===== config.mk =====
export PLATFORM = sky130hd
export DESIGN_NAME = sadc_device_flat
export DESIGN_NICKNAME = d
export VERILOG_FILES = /design/src/pkg/sadc_pkg.sv /design/src/pkg/sadc_if.sv /design/src/verilog/sadc_device.sv /design/src/flat_wrapper.sv
export VERILOG_INCLUDE_DIRS = /design/src /design/src/pkg
export SDC_FILE = /design/constraint.sdc
export NUM_CORES = 1
export LEC_CHECK = 0
export BUFFER_PORTS_ARGS = -buffer_cell sky130_fd_sc_hd__clkbuf_2
export CORE_MARGIN = 5
export CORE_UTILIZATION = 50
export DETAILED_ROUTE_END_ITERATION = 12
export PLACE_DENSITY = 0.7
export SLEW_MARGIN = 0
export SYNTH_ARGS = -nofsm -noshare
export SYNTH_HDL_FRONTEND = slang
export SYNTH_SLANG_ARGS = --single-unit

===== constraint.sdc =====
create_clock -name i_clk -period 1.9 [get_ports i_clk]
set_input_delay 0.19 -clock i_clk [delete_from_list [all_inputs] [get_ports i_clk]]
set_output_delay 0.19 -clock i_clk [all_outputs]
set_load 0.01 [all_outputs]

===== src/pkg/sadc_params.svh =====
`ifndef SADC_PARAMS_SVH
`define SADC_PARAMS_SVH

// Frame layout and edge counts
`define SADC_FRAME_BITS 5'h10
`define SADC_TRACK_EDGE 5'h0d
`define SADC_STAY_UP_EDGE 5'h0a
`define SADC_GLITCH_EDGE 5'h02
`define SADC_LEAD_ZEROS 4'h0

// Timing, in ns and in 4 ns clock cycles
`define SADC_CLK_NS 4
`define SADC_WAKE_NS 1000
`define SADC_WAKE_CYC ((`SADC_WAKE_NS + `SADC_CLK_NS - 1) / `SADC_CLK_NS)
`define SADC_RELEASE_DELAY_NS 35
`define SADC_RELEASE_DELAY_CYC (`SADC_RELEASE_DELAY_NS / `SADC_CLK_NS)
`define SADC_BUS_IDLE_GAP_NS 25
`define SADC_BUS_IDLE_GAP_CYC ((`SADC_BUS_IDLE_GAP_NS + `SADC_CLK_NS - 1) / `SADC_CLK_NS)
`define SADC_ACQ_INTERVAL_NS 200
`define SADC_ACQ_INTERVAL_CYC ((`SADC_ACQ_INTERVAL_NS + `SADC_CLK_NS - 1) / `SADC_CLK_NS)

// Host serial clock divider: half period and select-to-first-clock setup
`define SADC_HALF_CYC 4'h8
`define SADC_SETUP_CYC 5'h10

// Reset values
`define SADC_RST_PD 1'b0
`define SADC_RST_UP 1'b1

`endif


===== src/pkg/sadc_pkg.sv =====
package sadc_pkg;

  // Device sequence states, Gray along idle -> conv -> done
  typedef enum logic [1:0] {
    DEV_IDLE = 2'h0,
    DEV_CONV = 2'h1,
    DEV_DONE = 2'h3
  } sadc_dev_e;

  // Host sequence states, Gray along idle -> setup -> clock -> gap
  typedef enum logic [1:0] {
    HST_IDLE = 2'h0,
    HST_SETUP = 2'h1,
    HST_CLK = 2'h3,
    HST_GAP = 2'h2
  } sadc_hst_e;

  typedef logic [15:0] sadc_frame_t;

endpackage : sadc_pkg


===== src/pkg/sadc_if.sv =====
interface sadc_if;
  logic cs_n;
  logic sclk;
  logic serial_result_out;
  logic serial_result_oe;
  logic serial_result_lvl;

  // Line level with a weak pull-down while released
  assign serial_result_lvl = serial_result_oe & serial_result_out;

  modport dev (
    input cs_n,
    input sclk,
    output serial_result_out,
    output serial_result_oe
  );

  modport host (
    output cs_n,
    output sclk,
    input serial_result_lvl
  );
endinterface : sadc_if


===== src/verilog/sadc_device.sv =====
`include "sadc_params.svh"

module sadc_device (
  // Clock and reset
  input wire logic i_clk,
  input wire logic i_resetn,
  // Serial link
  sadc_if.dev bus,
  // Converter core
  input wire logic [11:0] i_analog_code,
  output logic o_hold,
  output logic o_analog_on,
  output logic o_fully_up,
  output logic o_power_down,
  // Conversion result
  output logic o_conv_done,
  output logic o_conv_valid,
  output logic [11:0] o_conv_code
);

  // All state of the device end
  typedef struct packed {
    logic cs_s1;
    logic cs_s2;
    logic cs_s3;
    logic ck_s1;
    logic ck_s2;
    logic ck_s3;
    sadc_pkg::sadc_dev_e state;
    logic [4:0] fcnt;
    sadc_pkg::sadc_frame_t shreg;
    logic oe;
    logic hold;
    logic pd;
    logic waking;
    logic first_edge;
    logic track_pend;
    logic up;
    logic [7:0] wake_cnt;
    logic smp_up;
    logic done;
    logic valid;
    logic [11:0] code;
  } sadc_dev_s;

  localparam logic [7:0] WAKE_LAST = 8'(`SADC_WAKE_CYC - 1);

  localparam sadc_dev_s RST = '{
    cs_s1: 1'b1, cs_s2: 1'b1, cs_s3: 1'b1,
    ck_s1: 1'b1, ck_s2: 1'b1, ck_s3: 1'b1,
    state: sadc_pkg::DEV_IDLE,
    fcnt: 5'h0,
    shreg: 16'h0000,
    oe: 1'b0,
    hold: 1'b0,
    pd: `SADC_RST_PD,
    waking: 1'b0,
    first_edge: 1'b0,
    track_pend: 1'b0,
    up: `SADC_RST_UP,
    wake_cnt: 8'h00,
    smp_up: 1'b0,
    done: 1'b0,
    valid: 1'b0,
    code: 12'h000
  };

  sadc_dev_s q_ff;
  sadc_dev_s nxt_q;

  logic cs_fall;
  logic cs_rise;
  logic ck_fall;
  logic ck_rise;

  // Mode after a select rise, from the falls seen so far
  function automatic logic next_pd(input logic pd, input logic [4:0] falls);
    logic r;
    r = pd;
    if (falls >= `SADC_STAY_UP_EDGE)
    begin
      r = 1'b0;
    end
    else if (falls >= `SADC_GLITCH_EDGE)
    begin
      r = 1'b1;
    end
    return r;
  endfunction : next_pd

  // Edge detection on the second and third sync stages
  assign cs_fall = q_ff.cs_s3 & ~q_ff.cs_s2;
  assign cs_rise = ~q_ff.cs_s3 & q_ff.cs_s2;
  assign ck_fall = q_ff.ck_s3 & ~q_ff.ck_s2;
  assign ck_rise = ~q_ff.ck_s3 & q_ff.ck_s2;

  // Next-state logic
  always_comb
  begin
    nxt_q = q_ff;
    nxt_q.cs_s1 = bus.cs_n;
    nxt_q.cs_s2 = q_ff.cs_s1;
    nxt_q.cs_s3 = q_ff.cs_s2;
    nxt_q.ck_s1 = bus.sclk;
    nxt_q.ck_s2 = q_ff.ck_s1;
    nxt_q.ck_s3 = q_ff.ck_s2;
    nxt_q.done = 1'b0;

    // Power-up timer runs while analog is on and not yet settled
    if ((q_ff.waking || !q_ff.pd) && !q_ff.up)
    begin
      if (q_ff.wake_cnt == WAKE_LAST)
      begin
        nxt_q.up = 1'b1;
      end
      else
      begin
        nxt_q.wake_cnt = q_ff.wake_cnt + 8'h01;
      end
    end

    unique case (q_ff.state)
      sadc_pkg::DEV_IDLE:
      begin
        if (cs_fall)
        begin
          nxt_q.state = sadc_pkg::DEV_CONV;
          nxt_q.fcnt = 5'h0;
          nxt_q.shreg = {`SADC_LEAD_ZEROS, i_analog_code};
          nxt_q.oe = 1'b1;
          nxt_q.hold = 1'b1;
          nxt_q.code = i_analog_code;
          nxt_q.smp_up = q_ff.up;
          nxt_q.track_pend = 1'b0;
          nxt_q.first_edge = q_ff.pd;
          nxt_q.waking = q_ff.pd;
        end
      end
      sadc_pkg::DEV_CONV:
      begin
        if (cs_rise)
        begin
          // Abort before the sixteenth fall
          nxt_q.state = sadc_pkg::DEV_IDLE;
          nxt_q.oe = 1'b0;
          nxt_q.waking = 1'b0;
          nxt_q.track_pend = 1'b0;
          nxt_q.first_edge = 1'b0;
          nxt_q.pd = next_pd(q_ff.pd, q_ff.fcnt);
          // Powered-down core stays in hold
          nxt_q.hold = next_pd(q_ff.pd, q_ff.fcnt);
          if (next_pd(q_ff.pd, q_ff.fcnt))
          begin
            nxt_q.up = 1'b0;
            nxt_q.wake_cnt = 8'h00;
          end
        end
        else
        begin
          // Waking core tracks on the first edge of either kind
          if ((ck_rise || ck_fall) && q_ff.first_edge)
          begin
            nxt_q.hold = 1'b0;
            nxt_q.first_edge = 1'b0;
          end
          if (ck_rise && q_ff.track_pend)
          begin
            nxt_q.hold = 1'b0;
            nxt_q.track_pend = 1'b0;
          end
          if (ck_fall)
          begin
            nxt_q.fcnt = q_ff.fcnt + 5'h01;
            nxt_q.shreg = {q_ff.shreg[14:0], 1'b0};
            if (q_ff.fcnt + 5'h01 == `SADC_TRACK_EDGE)
            begin
              nxt_q.track_pend = 1'b1;
            end
            if (q_ff.fcnt + 5'h01 == `SADC_FRAME_BITS)
            begin
              nxt_q.state = sadc_pkg::DEV_DONE;
              nxt_q.oe = 1'b0;
              nxt_q.done = 1'b1;
              nxt_q.valid = q_ff.smp_up;
            end
          end
        end
      end
      sadc_pkg::DEV_DONE:
      begin
        // Full frame: rise confirms normal mode
        if (cs_rise)
        begin
          nxt_q.state = sadc_pkg::DEV_IDLE;
          nxt_q.pd = next_pd(q_ff.pd, q_ff.fcnt);
          nxt_q.waking = 1'b0;
          nxt_q.first_edge = 1'b0;
        end
      end
      default:
      begin
        nxt_q.state = sadc_pkg::DEV_IDLE;
        nxt_q.oe = 1'b0;
      end
    endcase
  end

  // State register
  always_ff @(posedge i_clk or negedge i_resetn)
  begin
    if (!i_resetn)
    begin
      q_ff <= RST;
    end
    else
    begin
      q_ff <= nxt_q;
    end
  end

  // Link and core outputs
  assign bus.serial_result_out = q_ff.shreg[15];
  assign bus.serial_result_oe = q_ff.oe;
  assign o_hold = q_ff.hold;
  assign o_analog_on = ~q_ff.pd | q_ff.waking;
  assign o_fully_up = q_ff.up & ~q_ff.pd;
  assign o_power_down = q_ff.pd;
  assign o_conv_done = q_ff.done;
  assign o_conv_valid = q_ff.valid;
  assign o_conv_code = q_ff.code;

endmodule : sadc_device


===== src/flat_wrapper.sv =====
// flat-port wrapper written by rule: the top's interface ports become plain ports
module sadc_device_flat 
  (i_clk, i_resetn, i_analog_code, o_hold, o_analog_on, o_fully_up, o_power_down, o_conv_done, o_conv_valid, o_conv_code, bus_cs_n, bus_sclk, bus_serial_result_out, bus_serial_result_oe);
  sadc_if bus_i ();
  input wire logic i_clk;
  input wire logic i_resetn;
  input wire logic [11:0] i_analog_code;
  output logic o_hold;
  output logic o_analog_on;
  output logic o_fully_up;
  output logic o_power_down;
  output logic o_conv_done;
  output logic o_conv_valid;
  output logic [11:0] o_conv_code;
  input wire logic [$bits(bus_i.cs_n)-1:0] bus_cs_n;
  input wire logic [$bits(bus_i.sclk)-1:0] bus_sclk;
  output wire logic [$bits(bus_i.serial_result_out)-1:0] bus_serial_result_out;
  output wire logic [$bits(bus_i.serial_result_oe)-1:0] bus_serial_result_oe;
  assign bus_i.cs_n = bus_cs_n;
  assign bus_i.sclk = bus_sclk;
  assign bus_serial_result_out = bus_i.serial_result_out;
  assign bus_serial_result_oe = bus_i.serial_result_oe;
  sadc_device u_core (.i_clk(i_clk), .i_resetn(i_resetn), .bus(bus_i), .i_analog_code(i_analog_code), .o_hold(o_hold), .o_analog_on(o_analog_on), .o_fully_up(o_fully_up), .o_power_down(o_power_down), .o_conv_done(o_conv_done), .o_conv_valid(o_conv_valid), .o_conv_code(o_conv_code));
endmodule

; ---- Yosys cells after proc, flatten, opt, wreduce, memory -nomap -nowiden
; Cells that the tools add are included.
[word_totals]
inputBits = 16
ram_bits = 0
latchBits = 0
register_bits = 59
rom_bits = 0
n_memories = 0
out_inout_bits = 20
[op_classes]
mul = 0
muxes = 38
div = 0
shifts = 0
n_bitwise = 13
n_reduce_logical = 21
eq_ne = 14
n_addsub = 2
n_lt_le_gt_ge = 2
[op_table]
columns = cell, n
row1 = $pmux 21 s2, 1
row2 = $mux 9, 4
row3 = $mux 25, 1
row4 = $mux 24, 1
row5 = $reduce_and 4->1, 6
row6 = $mux 21, 1
row7 = $mux 2, 10
row8 = $pmux 2 s3, 2
row9 = $mux 1, 11
row10 = $ne 3x1->1 const B, 3
row11 = $add 8x1->8 const B, 1
row12 = $eq 8x8->1 const B, 1
row13 = $mux 8, 1
row14 = $ne 2x1->1 const B, 4
row15 = $not 1->1, 7
row16 = $mux 3, 2
row17 = $pmux 1 s2, 3
row18 = $reduce_and 3->1, 2
row19 = $add 5x1->5 const B, 1
row20 = $and 1x1->1, 5
row21 = $eq 5x4->1 const B, 1
row22 = $eq 5x5->1 const B, 1
row23 = $ge 5x2->1 const B, 1
row24 = $ge 5x4->1 const B, 1
row25 = other kinds (13), 19

; ---- Logic depth before layout (Yosys ltp)
; Gate-level depths: netlist of the first run.
[depth]
word_depth = 8
mapped_depth = 7

; ---- Least setup slack after synthesis of the first run
; No wires, ideal clock.
[synth_timing]
path_kind = reg2reg
startpoint = register u_core.q_ff[46] (netlist bit)
endpoint = register u_core.q_ff[16] (netlist bit)
path_slack_ns = 0.231
t_required_ns = 1.813
period_less_slack_ns = 1.669
setup_time_ns = 0.087
arrival_ns = 1.582
path_stages_with_launch = 7
path_cell_list = dfrtp_1 > inv_1 > ha_1 > or4_4 > o211ai_2 > nor3_4 > a211oi_2
[synth_rtl]
columns = item, line_no
row1 = start: declaration, sadc_device.sv:68  ; sadc_dev_s q_ff;
row2 = start signal: assignment, sadc_device.sv:217  ; q_ff <= nxt_q;

==> flow_summary.json, run 1 <==
{
  "p_int_w": 0.002850,
  "layout-drive-gt1-share": 0.2644,
  "p_clk_frac": 0.351,
  "seq_power_share": 0.431,
  "min_path_type": "in -> reg",
  "grt_remaining_overflow": 0,
  "final_area_um2": 3435,
  "yosys_most_used_dff": "dfrtp_1",
  "rows": 28,
  "die_area_um2": 7537,
  "power_density_nw_per_um2": 1186,
  "wire_per_inst_um": 13.89,
  "tns_ns": 0,
  "clk_pin_slew_ns": 0.07,
  "antenna_left": 0,
  "ir_worst_vdd_mv": 0.6691,
  "syn_inst": 290,
  "fmax_mhz": 557.3,
  "worst_slew_pin_slew_ns": 0.4237,
  "core_area_um2": 5816,
  "diodes": 0,
  "globalRouteTotalUtil": 0.1649,
  "netSwitchingPower_w": 0.001224,
  "synth_edf_count": 0,
  "dp_hpwl_um": 3969,
  "initial_core_util": 0.5073,
  "first_pass_iters": 5,
  "clockBufferDepth": 2,
  "root_buffer": "clkbuf_8",
  "cp-start-kind": "flip-flop",
  "die_w_um": 86.82,
  "status": "completed",
  "postCtsSetupBuffers": 0,
  "instances_no_fill": 404,
  "cts_tree": "yes",
  "fin_skew_ns": 0.005854,
  "min_path_cells": 3,
  "placedInstanceArea_um2": 3147,
  "finalWorstPathRequiredPeriod_ns": 1.794,
  "vias": 2110,
  "ys_ff_latch": 59,
  "p_leak_nw": 1.660,
  "ff2ff_path_depth": 6,
  "grt_pass1_wl_um": 9673,
  "yosys_warnings": 0,
  "htree_levels": 3,
  "synth_cell_types": 53,
  "grt_pass1_vias": 2111,
  "max_slew_margin": 0.7166,
  "cp.arrival_ns": 2.05,
  "gp_congestion": 0.8976,
  "path_class": "reg -> reg",
  "io_pins": 36,
  "die_height_um": 86.82,
  "crit_required_ns": 2.16,
  "combinationalPowerShare": 0.217,
  "maxCapViolCount": 0,
  "drc_errors": 0,
  "syn_area_um2": 2950,
  "synth-async-reset-ratio": 1.000,
  "syn_avg_cell_area_um2": 10.17,
  "finalCritPeriodShare": 0.9444,
  "final-max-slew-violation-count": 0,
  "ys_seq_area_frac": 0.5034,
  "routed_wl_um": 5613,
  "setup_viol": 0,
  "port_buffers": 35,
  "initialDrtViolationCount": 121,
  "via_per_inst": 5.223,
  "layout.nets": 347,
  "grt_max_degree": 60,
  "dpl.cell_count": 385,
  "cts_made_buffers": 9,
  "path_max_fanout": 9,
  "hold_violations": 0,
  "syn2layout_area_growth_pct": 16.41,
  "cts.sinks": 59,
  "clock_latency_ns": 0.34,
  "rsz0062_at_grt": "no",
  "synth_fp_nets": 313,
  "netSwitchingFraction": 0.3004,
  "antenna_found_initial": 0,
  "cp-end-kind": "flip-flop"
}
## per-layer routing
| layer | global-route usage | vias up | share of wire |
|---|---|---|---|
| met5 | 0 | - | 0 |
| met4 | 0.06657 | 0 | 0.022 |
| met3 | 0.04848 | 14 | 0.051 |
| met2 | 0.2602 | 48 | 0.46 |
| met1 | 0.2124 | 1006 | 0.46 |
| li1 | - | 1042 | - |
## registers in the layout (all words and copies together) (netlist names)
| name | flops |
|---|---|
| u_core.o_conv_valid | 1 |
| u_core.bus.serial_result_oe | 1 |
| u_core.nxt_q | 4 |
| u_core.q_ff | 37 |
| u_core.o_power_down | 1 |
| u_core.bus.serial_result_out | 1 |
| u_core.o_conv_code | 12 |
| u_core.o_conv_done | 1 |
| u_core.o_hold | 1 |
## synthesized netlist by cell type, types with 2 or more instances
master / n / area [µm²]
nand2_1: 67 / 251.5
dfrtp_1: 52 / 1301
buf_4: 14 / 105.1
o21ai_0: 14 / 70.07
inv_1: 12 / 45.04
mux2i_1: 12 / 120.1
nor2_1: 10 / 37.54
nand3_1: 9 / 45.04
dfstp_2: 7 / 183.9
ha_1: 7 / 87.58
o21ai_1: 7 / 35.03
xnor2_1: 7 / 61.31
buf_6: 5 / 56.30
nor4_1: 5 / 31.28
a21oi_1: 4 / 20.02
buf_2: 4 / 20.02
and3_1: 3 / 18.77
clkbuf_1: 3 / 11.26
nand2b_1: 3 / 18.77
nand4_1: 3 / 18.77
nor2b_1: 3 / 18.77
o31ai_1: 3 / 22.52
a21oi_2: 2 / 17.52
a22o_1: 2 / 17.52
and2b_1: 2 / 15.01
o21bai_1: 2 / 15.01
or3_1: 2 / 12.51
## power groups by stage
stage	Combinational [W]	Clock [W]	Sequential, W
final	0.000886	0.00143	0.00176
after global placement	0.000856	0	0.00176
after CTS	0.000893	0.00146	0.00176
after detailed placement	0.000886	0	0.00177
after global routing	0.00101	0.00151	0.00180
after floorplan	0.000702	0	0.00172
## repair_timing
action / 4_1_cts / 5_1_grt
hold buffers: 3 / 0
hold endpoints to repair: 54 / 0
resized for setup: 0 / 1
setup endpoints to repair: 0 / 2
## layout by cell type, fill, tap and decap left out, types with 2 or more instances in the layout
| master | n |
|---|---|
| bufinv_16 | 3 |
| a21oi_2 | 2 |
| a21oi_1 | 4 |
| o31ai_1 | 3 |
| dfrtp_1 | 52 |
| o21ai_0 | 14 |
| nor2b_1 | 3 |
| nor4_1 | 5 |
| nand4_1 | 3 |
| nand3_1 | 9 |
| o21bai_1 | 2 |
| o21ai_1 | 7 |
| nand2_1 | 67 |
| dlygate4sd3_1 | 3 |
| or3_1 | 2 |
| nand2b_1 | 3 |
| and3_1 | 3 |
| a22o_1 | 2 |
| mux2i_1 | 12 |
| buf_4 | 8 |
| dfstp_2 | 7 |
| nor2_1 | 10 |
| inv_1 | 12 |
| ha_1 | 7 |
| clkbuf_8 | 10 |
| clkbuf_2 | 35 |
| xnor2_1 | 7 |
| and2b_1 | 2 |
| buf_12 | 3 |
## per-stage QoR
| step | worst slack, ns | hold slack, ns | util | power, W |
|---|---|---|---|---|
| 3_3_place_gp | 0.1604 | 0.2241 | 0.5411 | 0.002616 |
| 5_1_grt | 0.01514 | 0.05378 | 0.5906 | 0.004324 |
| 6_report | 0.1056 | 0.05857 | 0.5906 | 0.004073 |
| 2_1_floorplan | 0.2309 | -0.1056 | - | 0.002424 |
| 3_5_place_dp | 0.1047 | 0.2249 | 0.5411 | 0.002660 |
| 4_1_cts | 0.08169 | 0.04557 | 0.5891 | 0.004108 |
## cell type report
class                      count  area (µm²)
inverter                      13       48.80
sequential                    59        1485
multi-input combinational    192        1232
fill                         519        2381
timing repair buffer          49       325.3
clock inverter                 6       111.4
tap                           75       93.84
clock buffer                  10       137.6
## worst max-delay path, cell delays in order (launching register included)
cell      delay [ns]
dfrtp_1         0.41
inv_1           0.09
ha_1            0.21
or4_4           0.55
o211ai_4        0.22
nor3_4          0.10
a211oi_2        0.14
## kinds of logic after synthesis
logic type / after synthesis / synth area share
compound gates: 47 / 0.1132
fa+ha+maj: 7 / 0.02968
xor+xnor: 8 / 0.02630
buf+inv: 39 / 0.08185
mux: 13 / 0.04580
flops: 59 / 0.5034
simple gates: 117 / 0.1997
## worst paths after layout
kind                                  startpoint                    end  slack (ns)
worst max-delay path             u_core.q_ff[46]        u_core.q_ff[16]        0.11
worst min register to register  u_core.nxt_q[54]       u_core.nxt_q[53]        0.36
max in group asynchronous               i_resetn        u_core.q_ff[23]        1.21
min in group asynchronous               i_resetn        u_core.q_ff[44]        0.39
worst max register to register   u_core.q_ff[46]        u_core.q_ff[16]        0.11
worst min-delay path            i_analog_code[7]  u_core.o_conv_code[7]        0.06
No activity file was read; power rests on OpenSTA's default activity.
==> run 2: changes to the inputs <==
- CORE_ASPECT_RATIO: unset -> 1.75
==> flow_summary.json, run 2 (same netlist as run 1, synthesis figures left out) <==
{
  "wl_met1_um": 2395,
  "final_cell_mix": "nand2_1 (67), dfrtp_1 (52), clkbuf_2 (35)",
  "wl_met2_um": 2902,
  "grt_max_degree": 60,
  "tns_ns": 0,
  "min_path_type": "in -> reg",
  "layout-drive-gt1-share": 0.2636,
  "antenna_left": 0,
  "clk_pin_slew_ns": 0.07,
  "die_w_um": 68.07,
  "maxCapViolCount": 0,
  "path_class": "reg -> reg",
  "rows": 37,
  "initial_core_util": 0.5058,
  "ctsHoldBuffers": 3,
  "dp_hpwl_um": 4080,
  "final-max-slew-violation-count": 0,
  "core_area_um2": 5833,
  "io_pins": 36,
  "gp_congestion": 0.7975,
  "total_power_w": 0.003908,
  "initialDrtViolationCount": 136,
  "cts_made_buffers": 9,
  "globalRouteTotalUtil": 0.1707,
  "largest_reg_flops": 37,
  "grt_pass1_vias": 2105,
  "crit_required_ns": 2.15,
  "final_common_cell": "nand2_1",
  "ir_worst_vdd_mv": 0.8713,
  "clockBufferDepth": 2,
  "wire_per_inst_um": 13.90,
  "finalWorstPathRequiredPeriod_ns": 1.786,
  "rsz0062_at_grt": "no",
  "via_per_inst": 5.056,
  "power_density_nw_per_um2": 1153,
  "fmax_mhz": 559.9,
  "largest-register": "u_core.q_ff",
  "port_buffers": 35,
  "syn2layout_area_growth_pct": 14.93,
  "finalCritPeriodShare": 0.9401,
  "clock_latency_ns": 0.33,
  "die_area_um2": 7597,
  "routed_wl_um": 5670,
  "path_max_fanout": 9,
  "htree_levels": 3,
  "vias": 2063,
  "antenna_found_initial": 0,
  "cts_tree": "yes",
  "setup_viol": 0,
  "fin_skew_ns": 0.007806,
  "wl_met3_um": 194,
  "cts.sinks": 59,
  "grt_pass1_wl_um": 9694,
  "cp-end-kind": "flip-flop",
  "postCtsSetupBuffers": 0,
  "hold_violations": 0,
  "drc_errors": 0,
  "p_leak_nw": 1.643,
  "die_height_um": 111.6,
  "worst_slew_pin_slew_ns": 0.4464,
  "status": "completed",
  "cp.arrival_ns": 2.03,
  "layout.nets": 348,
  "root_buffer": "clkbuf_8",
  "routed.top_layer": "met4",
  "grt_remaining_overflow": 0,
  "cp-start-kind": "flip-flop",
  "max_slew_margin": 0.7014,
  "post_cts_resized": 0,
  "first_pass_iters": 4,
  "diodes": 0
}
run 2: metrics by stage:
step | cells | util | area (µm²) | hold WS [ns] | worst slack [ns]
after global routing | 408 | 0.5813 | 3391 | 0.07639 | 0.01756
after floorplan | 290 | - | 2950 | -0.1056 | 0.2309
after global placement | 389 | 0.5371 | 3133 | 0.2208 | 0.1631
final | 408 | 0.5813 | 3391 | 0.06880 | 0.1138
after CTS | 408 | 0.5813 | 3391 | 0.05829 | 0.1091
after detailed placement | 389 | 0.5371 | 3133 | 0.2231 | 0.1120
run 2: where the power goes:
group          switching [W]  internal [W]
Clock               0.000475      0.000808
Sequential          0.000240       0.00153
Combinational       0.000459      0.000401
Total                0.00117       0.00273
run 2: worst paths after layout:
kind / startpoint / endpoint / slack [ns] / cells after the start
hold reg to reg: u_core.nxt_q[54] / u_core.nxt_q[53] / 0.36 / 0
setup reg to reg: u_core.q_ff[46] / u_core.q_ff[16] / 0.11 / 6
max in group asynchronous: i_resetn / u_core.q_ff[23] / 1.19 / 3
hold / removal: i_analog_code[7] / u_core.o_conv_code[7] / 0.07 / 3
min in group asynchronous: i_resetn / u_core.o_conv_code[4] / 0.40 / 3
setup / recovery: u_core.q_ff[46] / u_core.q_ff[16] / 0.11 / 6
run 2: layer usage:
metal	track usage	vias to the layer above
met5	0	-
met4	0.08898	0
met3	0.03734	13
met2	0.2848	35
met1	0.1971	979
li1	-	1036
run 2: cell type report:
cell class / count / area, µm²
Clock buffer: 12 / 155.1
Multi-Input combinational cell: 192 / 1224
Fill cell: 534 / 2442
Sequential cell: 59 / 1485
Tap cell: 78 / 97.59
Timing Repair Buffer: 50 / 307.8
Inverter: 13 / 48.80
Clock inverter: 4 / 72.57
run 2: worst max-delay path, cell delays in order, from the launching register on:
cell	delay (ns)
dfrtp_1	0.40
inv_1	0.09
ha_1	0.20
or4_4	0.52
o211ai_2	0.23
nor3_4	0.11
a211oi_2	0.15
